--- src/logic/slps_defines.vh ---
// Register map, field layout and state codes for the lane phy status block
`ifndef SLPS_DEFINES_VH
`define SLPS_DEFINES_VH

// ----------------------------------------
// Register byte offsets
// ----------------------------------------
`define SLPS_OFS_CONFIG 12'h510
`define SLPS_OFS_CODING 12'h51c
`define SLPS_OFS_ELASTIC 12'h520
`define SLPS_OFS_IRQ_STATUS 12'h600
`define SLPS_OFS_IRQ_MASK 12'h604
`define SLPS_ADDR_W 12

// ----------------------------------------
// Field positions
// ----------------------------------------
`define SLPS_LO_LSB 0
`define SLPS_HI_LSB 16
`define SLPS_SWING_BIT 16
`define SLPS_LANES 8
`define SLPS_HALF 4

// ----------------------------------------
// Reset values
// ----------------------------------------
`define SLPS_RST_LANES 8'h00
`define SLPS_RST_BIT 1'h0
`define SLPS_RST_WORD 32'h0000_0000
`define SLPS_RST_IRQ 4'h0

// ----------------------------------------
// Interrupt status bits
// ----------------------------------------
`define SLPS_IRQ_DISP 0
`define SLPS_IRQ_DEC 1
`define SLPS_IRQ_UND 2
`define SLPS_IRQ_OVR 3
`define SLPS_IRQ_W 4

// ----------------------------------------
// Training state codes on i_ltssm_state
// ----------------------------------------
`define SLPS_ST_W 4
`define SLPS_ST_DETECT 4'h0
`define SLPS_ST_POLLING 4'h1
`define SLPS_ST_CONFIG 4'h2
`define SLPS_ST_L0 4'h3
`define SLPS_ST_RECOVERY 4'h4
`define SLPS_ST_DISABLED 4'h5
`define SLPS_ST_HOT_RESET 4'h6

`endif

--- src/logic/slps_lane_phy_regs.v ---
// Lane phy configuration and lane error status registers with APB slave
`include "slps_defines.vh"

module slps_lane_phy_regs #(
    parameter LANES = `SLPS_LANES,
    parameter ODD_PORT = 0
) (
    // Clock and reset
    input wire i_clk,
    input wire i_rst,
    input wire i_sw_rst,
    // APB slave
    input wire i_psel,
    input wire i_penable,
    input wire i_pwrite,
    input wire [31:0] i_paddr,
    input wire [31:0] i_pwdata,
    input wire [3:0] i_pstrb,
    output reg [31:0] o_prdata,
    output reg o_pready,
    output reg o_pslverr,
    // Port mode
    input wire i_merged_mode,
    input wire i_serdes_test_mode,
    input wire [`SLPS_ST_W-1:0] i_ltssm_state,
    // Lane detection level and lane error events, one-cycle pulses
    input wire [LANES-1:0] i_rx_detected,
    input wire [LANES-1:0] i_disparity_err,
    input wire [LANES-1:0] i_decode_err,
    input wire [LANES-1:0] i_rx_underflow,
    input wire [LANES-1:0] i_rx_overflow,
    // Lane controls
    output reg [LANES-1:0] o_receiver_detected,
    output reg o_low_swing_select,
    output reg o_irq
);

    // ----------------------------------------
    // Helpers
    // ----------------------------------------
    // Lanes whose bits carry meaning for the current port mode
    function [LANES-1:0] lane_valid;
        input merged;
        integer k;
        begin
            lane_valid = {LANES{1'b0}};
            for (k = 0; k < LANES; k = k + 1) begin
                if (k < `SLPS_HALF) begin
                    lane_valid[k] = 1'b1;
                end else if (ODD_PORT == 0) begin
                    lane_valid[k] = merged;
                end
            end
        end
    endfunction

    // Write-one-to-clear with set winning over clear
    // Set beats clear
    function w1c_set;
        input cur;
        input clr;
        input set;
        begin
            w1c_set = (cur & ~clr) | set;
        end
    endfunction

    // ----------------------------------------
    // Decode
    // ----------------------------------------
    // Offset compare, shared by every register select
    function is_ofs;
        input [`SLPS_ADDR_W-1:0] a;
        input [`SLPS_ADDR_W-1:0] ofs;
        begin
            is_ofs = (a == ofs);
        end
    endfunction

    wire [`SLPS_ADDR_W-1:0] addr = i_paddr[`SLPS_ADDR_W-1:0];
    wire hit_cfg = is_ofs(addr, `SLPS_OFS_CONFIG);
    wire hit_cod = is_ofs(addr, `SLPS_OFS_CODING);
    wire hit_ela = is_ofs(addr, `SLPS_OFS_ELASTIC);
    wire hit_ist = is_ofs(addr, `SLPS_OFS_IRQ_STATUS);
    wire hit_imk = is_ofs(addr, `SLPS_OFS_IRQ_MASK);
    wire hit_any = hit_cfg | hit_cod | hit_ela | hit_ist | hit_imk;
    // Offsets above the map and byte addresses inside a word are refused
    wire in_map = ~|i_paddr[31:`SLPS_ADDR_W];
    wire word_aligned = ~|i_paddr[1:0];
    wire aligned = in_map & word_aligned;
    // One wait state: a request is taken in its first access cycle only,
    // so the held second cycle neither clears flags again nor reloads data
    wire access = i_psel & i_penable & ~o_pready;
    wire good = hit_any & aligned;
    wire wr = access & i_pwrite & good;
    wire rd = access & ~i_pwrite & good;
    wire bad = access & ~good;
    // Byte lane 0 enables the low field, byte lane 2 the high field
    wire lo_lane = i_pstrb[0];
    wire hi_lane = i_pstrb[2];

    // ----------------------------------------
    // State
    // ----------------------------------------
    reg [LANES-1:0] force_reg;
    reg swing_reg;
    reg [LANES-1:0] disp_reg;
    reg [LANES-1:0] dec_reg;
    reg [LANES-1:0] und_reg;
    reg [LANES-1:0] ovr_reg;
    reg [`SLPS_IRQ_W-1:0] ist_reg;
    reg [`SLPS_IRQ_W-1:0] imk_reg;
    // Lane flag next values come from the per-lane loop
    wire [LANES-1:0] disp_next;
    wire [LANES-1:0] dec_next;
    wire [LANES-1:0] und_next;
    wire [LANES-1:0] ovr_next;
    reg [`SLPS_IRQ_W-1:0] ist_next;
    reg [31:0] rdata;

    wire [LANES-1:0] valid = lane_valid(i_merged_mode);
    wire [LANES-1:0] clr_lo = i_pwdata[`SLPS_LO_LSB +: LANES] & {LANES{wr & lo_lane}};
    wire [LANES-1:0] clr_hi = i_pwdata[`SLPS_HI_LSB +: LANES] & {LANES{wr & hi_lane}};

    // ----------------------------------------
    // Training state gating
    // ----------------------------------------
    // Gate to L0; decode errors also count in Configuration, Disabled and Hot Reset
    wire in_l0 = (i_ltssm_state == `SLPS_ST_L0);
    wire dec_ok = in_l0 || (i_ltssm_state == `SLPS_ST_CONFIG) ||
                  (i_ltssm_state == `SLPS_ST_DISABLED) ||
                  (i_ltssm_state == `SLPS_ST_HOT_RESET);

    wire [LANES-1:0] set_disp = i_disparity_err & valid & {LANES{in_l0}};
    wire [LANES-1:0] set_dec = i_decode_err & valid & {LANES{dec_ok}};
    wire [LANES-1:0] set_und = i_rx_underflow & valid & {LANES{in_l0}};
    wire [LANES-1:0] set_ovr = i_rx_overflow & valid & {LANES{in_l0}};

    // ----------------------------------------
    // Status next state
    // ----------------------------------------
    // Clears are steered to the word that was written
    wire [LANES-1:0] clr_disp = hit_cod ? clr_lo : {LANES{1'b0}};
    wire [LANES-1:0] clr_dec = hit_cod ? clr_hi : {LANES{1'b0}};
    wire [LANES-1:0] clr_und = hit_ela ? clr_lo : {LANES{1'b0}};
    wire [LANES-1:0] clr_ovr = hit_ela ? clr_hi : {LANES{1'b0}};

    // Every lane keeps its own four flags
    genvar g;
    generate
        for (g = 0; g < LANES; g = g + 1) begin : g_lane
            assign disp_next[g] = w1c_set(disp_reg[g], clr_disp[g], set_disp[g]);
            assign dec_next[g] = w1c_set(dec_reg[g], clr_dec[g], set_dec[g]);
            assign und_next[g] = w1c_set(und_reg[g], clr_und[g], set_und[g]);
            assign ovr_next[g] = w1c_set(ovr_reg[g], clr_ovr[g], set_ovr[g]);
        end
    endgenerate

    always @* begin
        ist_next = ist_reg;
        if (wr && hit_ist && lo_lane) begin
            ist_next = ist_reg & ~i_pwdata[`SLPS_IRQ_W-1:0];
        end
        ist_next[`SLPS_IRQ_DISP] = ist_next[`SLPS_IRQ_DISP] | (|set_disp);
        ist_next[`SLPS_IRQ_DEC] = ist_next[`SLPS_IRQ_DEC] | (|set_dec);
        ist_next[`SLPS_IRQ_UND] = ist_next[`SLPS_IRQ_UND] | (|set_und);
        ist_next[`SLPS_IRQ_OVR] = ist_next[`SLPS_IRQ_OVR] | (|set_ovr);
    end

    // ----------------------------------------
    // Read mux
    // ----------------------------------------
    // Reserved bits and unmapped offsets read as zero
    always @* begin
        rdata = `SLPS_RST_WORD;
        case (addr)
            `SLPS_OFS_CONFIG: begin
                rdata[`SLPS_LO_LSB +: LANES] = force_reg;
                rdata[`SLPS_SWING_BIT] = swing_reg;
            end
            `SLPS_OFS_CODING: begin
                rdata[`SLPS_LO_LSB +: LANES] = disp_reg;
                rdata[`SLPS_HI_LSB +: LANES] = dec_reg;
            end
            `SLPS_OFS_ELASTIC: begin
                rdata[`SLPS_LO_LSB +: LANES] = und_reg;
                rdata[`SLPS_HI_LSB +: LANES] = ovr_reg;
            end
            `SLPS_OFS_IRQ_STATUS: begin
                rdata[`SLPS_IRQ_W-1:0] = ist_reg;
            end
            `SLPS_OFS_IRQ_MASK: begin
                rdata[`SLPS_IRQ_W-1:0] = imk_reg;
            end
            default: begin
                rdata = `SLPS_RST_WORD;
            end
        endcase
    end

    // ----------------------------------------
    // Configuration, sticky across software reset
    // ----------------------------------------
    // Store force field
    always @(posedge i_clk) begin
        if (i_rst) begin
            force_reg <= `SLPS_RST_LANES;
        end else if (wr && hit_cfg && lo_lane) begin
            force_reg <= i_pwdata[`SLPS_LO_LSB +: LANES];
        end
    end

    always @(posedge i_clk) begin
        if (i_rst) begin
            swing_reg <= `SLPS_RST_BIT;
        end else if (wr && hit_cfg && hi_lane) begin
            swing_reg <= i_pwdata[`SLPS_SWING_BIT];
        end
    end

    // ----------------------------------------
    // Status and interrupt registers
    // ----------------------------------------
    // Software reset clears status but not the configuration word
    always @(posedge i_clk) begin
        if (i_rst || i_sw_rst) begin
            disp_reg <= `SLPS_RST_LANES;
            dec_reg <= `SLPS_RST_LANES;
            und_reg <= `SLPS_RST_LANES;
            ovr_reg <= `SLPS_RST_LANES;
            ist_reg <= `SLPS_RST_IRQ;
        end else begin
            disp_reg <= disp_next;
            dec_reg <= dec_next;
            und_reg <= und_next;
            ovr_reg <= ovr_next;
            ist_reg <= ist_next;
        end
    end

    // ----------------------------------------
    // Interrupt mask
    // ----------------------------------------
    // Kept over a software reset, like the configuration word
    always @(posedge i_clk) begin
        if (i_rst) begin
            imk_reg <= `SLPS_RST_IRQ;
        end else if (wr && hit_imk && lo_lane) begin
            imk_reg <= i_pwdata[`SLPS_IRQ_W-1:0];
        end
    end

    // ----------------------------------------
    // Bus response
    // ----------------------------------------
    // Ready follows the taken cycle, so every access phase lasts two cycles
    always @(posedge i_clk) begin
        if (i_rst) begin
            o_pready <= 1'b0;
        end else begin
            o_pready <= access;
        end
    end

    // Unmapped or misaligned requests answer with an error and no effect
    always @(posedge i_clk) begin
        if (i_rst) begin
            o_pslverr <= 1'b0;
        end else begin
            o_pslverr <= bad;
        end
    end

    // Read data stands only in the ready cycle of a good read
    always @(posedge i_clk) begin
        if (i_rst) begin
            o_prdata <= `SLPS_RST_WORD;
        end else if (rd) begin
            o_prdata <= rdata;
        end else begin
            o_prdata <= `SLPS_RST_WORD;
        end
    end

    // ----------------------------------------
    // Lane controls
    // ----------------------------------------
    // Outside serdes test mode, forced lanes are registered together with the real detection
    always @(posedge i_clk) begin
        if (i_rst) begin
            o_receiver_detected <= `SLPS_RST_LANES;
        end else if (i_serdes_test_mode) begin
            o_receiver_detected <= i_rx_detected;
        end else begin
            o_receiver_detected <= i_rx_detected | (force_reg & valid);
        end
    end

    always @(posedge i_clk) begin
        if (i_rst) begin
            o_low_swing_select <= `SLPS_RST_BIT;
        end else begin
            o_low_swing_select <= swing_reg;
        end
    end

    // ----------------------------------------
    // Interrupt line
    // ----------------------------------------
    // Follows the next status value so the line rises with its flag; a
    // software reset wipes status, so the line drops with it
    always @(posedge i_clk) begin
        if (i_rst) begin
            o_irq <= 1'b0;
        end else begin
            o_irq <= ~i_sw_rst & (|(ist_next & imk_reg));
        end
    end

endmodule

--- config.mk ---
export PLATFORM = sky130hd
export DESIGN_NAME = slps_lane_phy_regs
export DESIGN_NICKNAME = d
export VERILOG_FILES = /design/src/logic/slps_lane_phy_regs.v
export VERILOG_INCLUDE_DIRS = /design/src /design/src/logic
export SDC_FILE = /design/constraint.sdc
export NUM_CORES = 1
export LEC_CHECK = 0
export BUFFER_PORTS_ARGS = -buffer_cell sky130_fd_sc_hd__buf_2
export CAP_MARGIN = 20
export CORE_AREA = 4 4 86 120
export CTS_CLUSTER_DIAMETER = 40
export DETAILED_ROUTE_END_ITERATION = 6
export DIE_AREA = 0 0 90 124
export PLACE_DENSITY = 0.68
export REMOVE_ABC_BUFFERS = 1
export SYNTH_ARGS = -nofsm -noshare
export SYNTH_HDL_FRONTEND = slang
export SYNTH_SLANG_ARGS = --single-unit
--- constraint.sdc ---
create_clock -name i_clk -period 4 [get_ports i_clk]
set_clock_uncertainty 0.15 [all_clocks]
set_input_delay 0.2 -clock i_clk [delete_from_list [all_inputs] [get_ports i_clk]]
set_output_delay 0.2 -clock i_clk [all_outputs]
set_load 0.01 [all_outputs]
=== Yosys cells after proc, flatten, opt, wreduce, memory -nomap -nowiden ===
Cells that the tools add are included.

* Register bits: 93
* Bits of input ports: 120
* Output and inout bits: 44
* Logic and storage cells: 191

* Equality and inequality tests: 9
* Multiplexer cells: 10
* Bitwise gates (word level): 136
* Reduce and logical (&&, ||, !) cells: 21

{| class="wikitable"
|+ Operators with widths
! operator !! number
|-
| bitwise AND 8 bit || 11
|-
| == test 12 x 11 -> 1 bit (second input constant) || 5
|-
| bitwise AND 1 bit || 44
|-
| two-way mux 8 bit || 5
|-
| OR 1 bit || 40
|-
| NOT 1 bit || 37
|-
| OR reduction 8 bit || 4
|-
| one-hot mux 4 bit (5 select lines) || 1
|-
| OR reduction 20 bit || 1
|-
| one-hot mux 7 bit (2 select lines) || 1
|-
| one-hot mux 4 bit (3 select lines) || 1
|-
| bitwise AND 4 bit || 2
|-
| == test 4 x 2 -> 1 bit (second input constant) || 2
|-
| == test 4 x 3 -> 1 bit (second input constant) || 2
|-
| OR 8 bit || 1
|-
| logical AND 1 bit || 7
|-
| logical OR 1 bit || 4
|-
| two-way mux 4 bit || 1
|-
| NOT 4 bit || 1
|-
| OR reduction 2 bit || 2
|-
| OR reduction 4 bit || 1
|-
| one-hot mux 1 bit (3 select lines) || 1
|-
| zero test 1 bit || 2
|}

=== Logic depth before layout (Yosys ltp) ===
Gate-level depths: netlist (run 1).

* Depth after elaboration: 14
* Depth in mapped cells: 7
* Depth with buffers taken out: 5

=== Least setup slack after synthesis (run 1) ===
No wires, ideal clock.

* Path type: input to register
* Start: input port i_paddr[7]
* End: register dec_reg[4]
* Library setup time: 0.131 ns
* Arrival time: 1.627 ns
* Data required time: 3.719 ns
* Setup slack: 2.092 ns
* Stages: 5
* Path buffers: 1
* Cell sequence: or4b_4 or4_4 buf_6 nor3_2 a21oi_1

* Longest elaborated chain between the ends: 13
* Elaborated cells on any way between the ends: 17
* Those cells by class: eq/ne (5); mux (1); bitwise (11)

{| class="wikitable"
|+ RTL lines
! item !! RTL line !! text
|-
| start, declared || slps_lane_phy_regs.v:16 || <nowiki>input wire [31:0] i_paddr,</nowiki>
|-
| == test 12 x 11 -> 1 bit || slps_lane_phy_regs.v:76 || <nowiki>is_ofs = (a == ofs);</nowiki>
|-
| OR 1 bit (4 in a row) || slps_lane_phy_regs.v:86 || <nowiki>wire hit_any = hit_cfg | hit_cod | hit_ela | hit_ist | hit_imk;</nowiki>
|-
| bitwise AND 1 bit || slps_lane_phy_regs.v:94 || <nowiki>wire good = hit_any & aligned;</nowiki>
|-
| bitwise AND 1 bit || slps_lane_phy_regs.v:95 || <nowiki>wire wr = access & i_pwrite & good;</nowiki>
|-
| bitwise AND 1 bit || slps_lane_phy_regs.v:123 || <nowiki>wire [LANES-1:0] clr_hi = i_pwdata[`SLPS_HI_LSB +: LANES] & {LANES{wr & hi_lane}};</nowiki>
|-
| bitwise AND 8 bit || slps_lane_phy_regs.v:123 ||
|-
| two-way mux 8 bit * || slps_lane_phy_regs.v:144 || <nowiki>wire [LANES-1:0] clr_dec = hit_cod ? clr_hi : {LANES{1'b0}};</nowiki>
|-
| NOT 1 bit * || slps_lane_phy_regs.v:64 || <nowiki>w1c_set = (cur & ~clr) | set;</nowiki>
|-
| bitwise AND 1 bit * || slps_lane_phy_regs.v:64 ||
|-
| OR 1 bit * || slps_lane_phy_regs.v:64 ||
|-
| end signal, assigned || slps_lane_phy_regs.v:228 || <nowiki>dec_reg <= `SLPS_RST_LANES;</nowiki>
|-
| end signal, assigned || slps_lane_phy_regs.v:234 || <nowiki>dec_reg <= dec_next;</nowiki>
|-
| end, declared || slps_lane_phy_regs.v:108 || <nowiki>reg [LANES-1:0] dec_reg;</nowiki>
|}

Every way passes the cells marked *; elsewhere a longest branch is shown, timed or not.
A chain may end at the register's enable or synchronous reset.

=== Worst setup path after layout (run 1) ===
* Start: input port i_paddr[7]
* End: register disp_reg[7]

* Longest elaborated chain between the ends: 13
* Elaborated cells on any way between the ends: 17
* Those cells by class: eq/ne (5); mux (1); bitwise (11)

{| class="wikitable"
|+ RTL lines
! item !! RTL line !! text
|-
| == test 12 x 11 -> 1 bit || slps_lane_phy_regs.v:76 ||
|-
| OR 1 bit (4 in a row) || slps_lane_phy_regs.v:86 ||
|-
| bitwise AND 1 bit || slps_lane_phy_regs.v:94 ||
|-
| bitwise AND 1 bit || slps_lane_phy_regs.v:95 ||
|-
| bitwise AND 1 bit || slps_lane_phy_regs.v:122 || <nowiki>wire [LANES-1:0] clr_lo = i_pwdata[`SLPS_LO_LSB +: LANES] & {LANES{wr & lo_lane}};</nowiki>
|-
| bitwise AND 8 bit || slps_lane_phy_regs.v:122 ||
|-
| two-way mux 8 bit * || slps_lane_phy_regs.v:143 || <nowiki>wire [LANES-1:0] clr_disp = hit_cod ? clr_lo : {LANES{1'b0}};</nowiki>
|-
| NOT 1 bit * || slps_lane_phy_regs.v:64 ||
|-
| bitwise AND 1 bit * || slps_lane_phy_regs.v:64 ||
|-
| OR 1 bit * || slps_lane_phy_regs.v:64 ||
|-
| end signal, assigned || slps_lane_phy_regs.v:227 || <nowiki>disp_reg <= `SLPS_RST_LANES;</nowiki>
|-
| end signal, assigned || slps_lane_phy_regs.v:233 || <nowiki>disp_reg <= disp_next;</nowiki>
|-
| end, declared || slps_lane_phy_regs.v:107 || <nowiki>reg [LANES-1:0] disp_reg;</nowiki>
|}

Marked as above.

==> results.yml, run 1 <==
outcome:
  status: "completed"
floorplanning:
  coreArea_sq_mm: 0.00930
  io_pins: 164
  die_x_microns: 90
  dieHeight_microns: 124
  start_util: 0.388
  die-area_sq_mm: 0.0112
  rows: 42
final_layout:
  mostFrequentLayoutCell: "buf_2"
  drive_gt1_frac: 0.278
  largest_reg_flops: 16
  top_register: "o_prdata"
  nNetsFinal: 712
  synthToLayoutAreaGrowth_pct: 35.6
  layout_common_cells: "129 x buf_2, 77 x dfxtp_1, 66 x nand2_1"
  diodes: 0
  postLayoutCoreUtil: 0.526
route:
  avgRoutedWirePerCell_microns: 16.8
  first_pass_iters: 5
  drt_iter0_markers: 272
  drc_errors: 0
  drtAntennaViolNets: 0
  vias: 3940
  wl_microns: 11900
  via_per_inst: 5.57
synthesis:
  yosysSeqAreaShare: 0.427
  synthCells: 438
  synthArstFlopShare: 0
  synthFlopType: "dfxtp_1"
  synth_seq_cells: 77
  synthesis.area_sq_mm: 0.00361
  synth_edf_count: 0
  synth.distinct_cells: 48
  yosys_warnings: 0
  synth.avg_cell_area_sq_um: 8.24
clocking:
  cts_inserted_buffers: 9
  clk_pin_slew_worst_paths_ps: 50
  cts_root_buf: "clkbuf_16"
  cts_buffer_depth: 2
  cts_setup_buffers: 0
  cts_max_level: 3
  cts.sinks: 77
  ctsHoldBuffers: 35
  clk_latency_ps: 330
  cts_repair_resize_count: 0
  cts_tree: "built"
timing:
  tightest_slew_ps: 1020
  slew_violations: 0
  fin_crit_sh: 0.571
  period_needed_ps: 2280
  relSlewSlack: 0.318
  finalHoldViolations: 0
  fin_hold_ws_ps: 16.1
  max_freq_ghz: 0.438
  rsz0062_at_grt: "no"
  setup_viol: 0
  tns_ps: 0
job:
  drv.max_cap_violation_count: 0
critical_path:
  timing.critical_path.from_type: "input pin"
  arrival_ps: 2360
  critical_path_class: "in2reg"
  cp_max_fo: 24
  critical_path.endpoint_type: "flop"
  rrSetupSlack_ps: 1730
  cp.required_ps: 4070
power:
  finalPower_w: 0.00174
  vdd_drop_max_mv: 0.181
  seqPwrFrac: 0.449
  comb_power_share: 0.097
  p_switching_w: 0.000380
  power_density_mw_per_mm2: 355
  p_clk_frac: 0.454
  p_int_w: 0.00136
  netSwitchingFraction: 0.219
  p_leak_nw: 2.06
global_route:
  antenna_found_initial: 1
  grt_overflow: 0
  grt_first_pass_wirelength_microns: 18700
  globalRouteTotalUtil: 0.210
  grt_max_degree: 25
  grt_pass1_vias: 3891
placed_design:
  port_buffers: 129
  dp_hpwl_microns: 8450
  gp_congestion: 0.897
worst_hold_path:
  hold_path.class: "in2reg"
-- routing by layer --
layer | wire, microns | global-route usage
met1 | 4410 | 0.227
met2 | 6200 | 0.382
met3 | 795 | 0.0399
met4 | 425 | 0.125
met5 | 19 | 0
-- power groups by stage --
stage	combinational, W	clock (W)	sequential (W)
after global placement	0.000136	0	0.000796
final	0.000168	0.000790	0.000780
after CTS	0.000166	0.000800	0.000780
after detailed placement	0.000139	0	0.000796
after global routing	0.000184	0.000834	0.000780
after floorplan	0.0000429	0	0.000799
-- metrics by stage --
stage          setup WS, ps  std cells  instance area (sq um)
2_1_floorplan          1530        411                   3420
4_1_cts                1730        707                   4890
3_5_place_dp           1430        656                   4260
5_1_grt                1520        707                   4890
3_3_place_gp           1460        656                   4260
6_report               1720        707                   4890
-- area by class of cell --
cell class                 count  area (sq um)
fill                         871          4410
inverter                      12          45.0
clock buffer                  15           258
sequential                    77          1540
multi-input combinational    322          1840
tap                          110           138
clock inverter                 1          30.0
timing repair buffer         170          1040
-- synthesized netlist by cell type (2+ instances only) --
master	n	area share
inv_1	12	0.012
clkbuf_1	13	0.014
buf_2	7	0.0097
a21oi_1	54	0.075
a211oi_2	4	0.014
nor2b_1	3	0.0052
a21o_1	6	0.012
a222oi_1	4	0.011
a31oi_1	7	0.012
nor4_1	10	0.017
nand3_1	14	0.019
o22ai_1	2	0.0035
mux2i_1	8	0.022
a22oi_1	16	0.033
a31o_2	4	0.0097
or2_2	2	0.0035
nand4_1	7	0.012
and3_1	9	0.016
dfxtp_1	77	0.43
o21ai_0	9	0.012
and2_1	2	0.0035
nor4b_1	3	0.0073
nor3_2	4	0.011
o211ai_1	4	0.0083
buf_4	20	0.042
nor2_1	35	0.036
o41ai_1	8	0.019
a32o_1	2	0.0055
nand2_1	66	0.069
nor3_1	3	0.0042
nand2b_1	2	0.0035
and4_1	4	0.0097
or3_1	2	0.0035
-- final timing paths --
path                                  start            to  depth (start not counted)
worst max-delay path             i_paddr[7]   disp_reg[7]                          6
worst min-delay path            i_pwdata[6]  force_reg[6]                          3
worst max register to register     o_pready   o_prdata[0]                          4
worst min register to register   und_reg[2]    und_reg[2]                          2
-- worst max-delay path: stages --
cell,delay (ps)
buf_2,100
or4b_4,560
nor3_1,210
and3_1,880
a31oi_1,200
a21o_1,200
-- kinds of logic after synthesis --
logic type      after synthesis  share of synthesized area
compound gates              126                      0.231
mux                           8                     0.0222
flops                        77                      0.427
buf+inv                      54                     0.0814
xor+xnor                      1                    0.00243
other cells                   1                    0.00104
simple gates                171                      0.235
No activity file was read; power rests on OpenSTA's default activity.
==> run 2, diff against run 1 <==
- PLACE_DENSITY: 0.68 -> 0.71
- clock period: 4 -> 1.85 ns (I/O delays scaled with it)
==> results.yml, run 2 (same netlist as run 1, synthesis figures left out) <==
outcome:
  status: "completed"
global_route:
  grt_overflow: 0
  globalRouteTotalUtil: 0.217
  grt_pass1_vias: 4213
  grt_first_pass_wirelength_microns: 19500
  grt_max_degree: 25
  antenna_found_initial: 0
floorplanning:
  coreArea_sq_mm: 0.00930
  dieHeight_microns: 124
  die-area_sq_mm: 0.0112
  rows: 42
  die_x_microns: 90
  io_pins: 164
  start_util: 0.388
power:
  netSwitchingFraction: 0.210
  p_switching_w: 0.000859
  power_density_mw_per_mm2: 755
  p_clk_frac: 0.485
  comb_power_share: 0.102
  p_leak_nw: 2.31
  vdd_drop_max_mv: 0.352
  seqPwrFrac: 0.412
  p_int_w: 0.00323
critical_path:
  critical_path_class: "reg2reg"
  critPathSlowestCell: "or3_4"
  critPathTopFamily: "simple AND/OR/NAND/NOR gates"
  timing.critical_path.from_type: "flop"
  cp_max_fo: 6
  critical_path.max_stage_delay_ps: 390
  cp.required_ps: 1910
  worstPathCellList: "and4b_2 -> nand2_2 -> or3_4 -> buf_4 -> o21ai_0 -> a21oi_1"
  cp_num_buf_inv: 1
  critical_path.endpoint_type: "flop"
  arrival_ps: 1870
final_layout:
  fin_cells: 747
  largest_reg_flops: 16
  nNetsFinal: 754
  drive_gt1_frac: 0.320
  diodes: 0
  layout_common_cells: "129 x buf_2, 76 x dfxtp_1, 65 x nand2_1"
  synthToLayoutAreaGrowth_pct: 50.0
  mostFrequentLayoutCell: "buf_2"
  top_register: "o_prdata"
timing:
  period_needed_ps: 1810
  max_freq_ghz: 0.553
  fin_hold_ws_ps: 8.08
  setup_viol: 0
  tns_ps: 0
  fin_crit_sh: 0.977
  finalHoldViolations: 0
  finalWorstSetupSlack_ps: 42.4
  rsz0062_at_grt: "yes"
  slew_violations: 0
clocking:
  cts.sinks: 77
  cts_buffer_depth: 2
  cts_inserted_buffers: 9
  cts_root_buf: "clkbuf_16"
  clk_latency_ps: 330
  cts_max_level: 3
  clk_pin_slew_worst_paths_ps: 60
  cts_tree: "built"
placed_design:
  dp_hpwl_microns: 8740
  post-place-ws_ps: -192
  port_buffers: 129
  gp_congestion: 0.886
  dp_cells: 681
route:
  first_pass_iters: 5
  drt_iter0_markers: 327
  vias: 4181
  via_per_inst: 5.60
  avgRoutedWirePerCell_microns: 16.7
  drtAntennaViolNets: 0
  drc_errors: 0
  wl_microns: 12500
worst_hold_path:
  hold_path.class: "in2reg"
job:
  drv.max_cap_violation_count: 0
run 2: cell type report:
| cell class | instances | area [sq um] |
|---|---|---|
| Multi-Input combinational cell | 322 | 1890 |
| Tap cell | 110 | 138 |
| Sequential cell | 77 | 1540 |
| Inverter | 12 | 45.0 |
| Fill cell | 776 | 3890 |
| Clock buffer | 10 | 239 |
| Clock inverter | 4 | 97.6 |
| Timing Repair Buffer | 212 | 1460 |
run 2: per-layer routing:
| layer | GRT usage | wire length (microns) |
|---|---|---|
| met1 | 0.221 | 4350 |
| met2 | 0.404 | 6600 |
| met3 | 0.0393 | 819 |
| met4 | 0.149 | 688 |
| met5 | 0 | 0 |
run 2: final timing paths:
path | startpoint | to | slack [ps] | cells after the start
hold / removal | i_pwdata[18] | dec_reg[2] | 8 | 4
setup reg to reg | o_pready | und_reg[1] | 40 | 6
setup / recovery | o_pready | und_reg[1] | 40 | 6
hold reg to reg | und_reg[4] | o_prdata[4] | 310 | 2
run 2: worst min-delay path: stages:
cell,delay [ps]
buf_2,110
nand2_1,80
a211oi_2,50
a21oi_1,120
run 2: power by group through the flow:
stage                     sequential [W]  clock [W]  combinational [W]
after floorplan                  0.00173          0          0.0000927
after global placement           0.00172          0           0.000312
after detailed placement         0.00172          0           0.000320
after CTS                        0.00169    0.00201           0.000407
after global routing             0.00169    0.00206           0.000450
final                            0.00169    0.00198           0.000418
run 2: through the flow:
stage                     total power [W]  utilization  cell area [sq um]
after global placement            0.00203        0.485               4510
after floorplan                   0.00182            -               3420
final                             0.00409        0.582               5420
after CTS                         0.00410        0.578               5380
after detailed placement          0.00204        0.485               4510
after global routing              0.00420        0.582               5420
run 2: what timing repair did:
action	4_1_cts	5_1_grt
buffers inserted	0	0
hold buffers	52	0
hold endpoints to repair	55	0
setup endpoints to repair	9	18
gates resized for setup	3	11
pin swaps	1	2
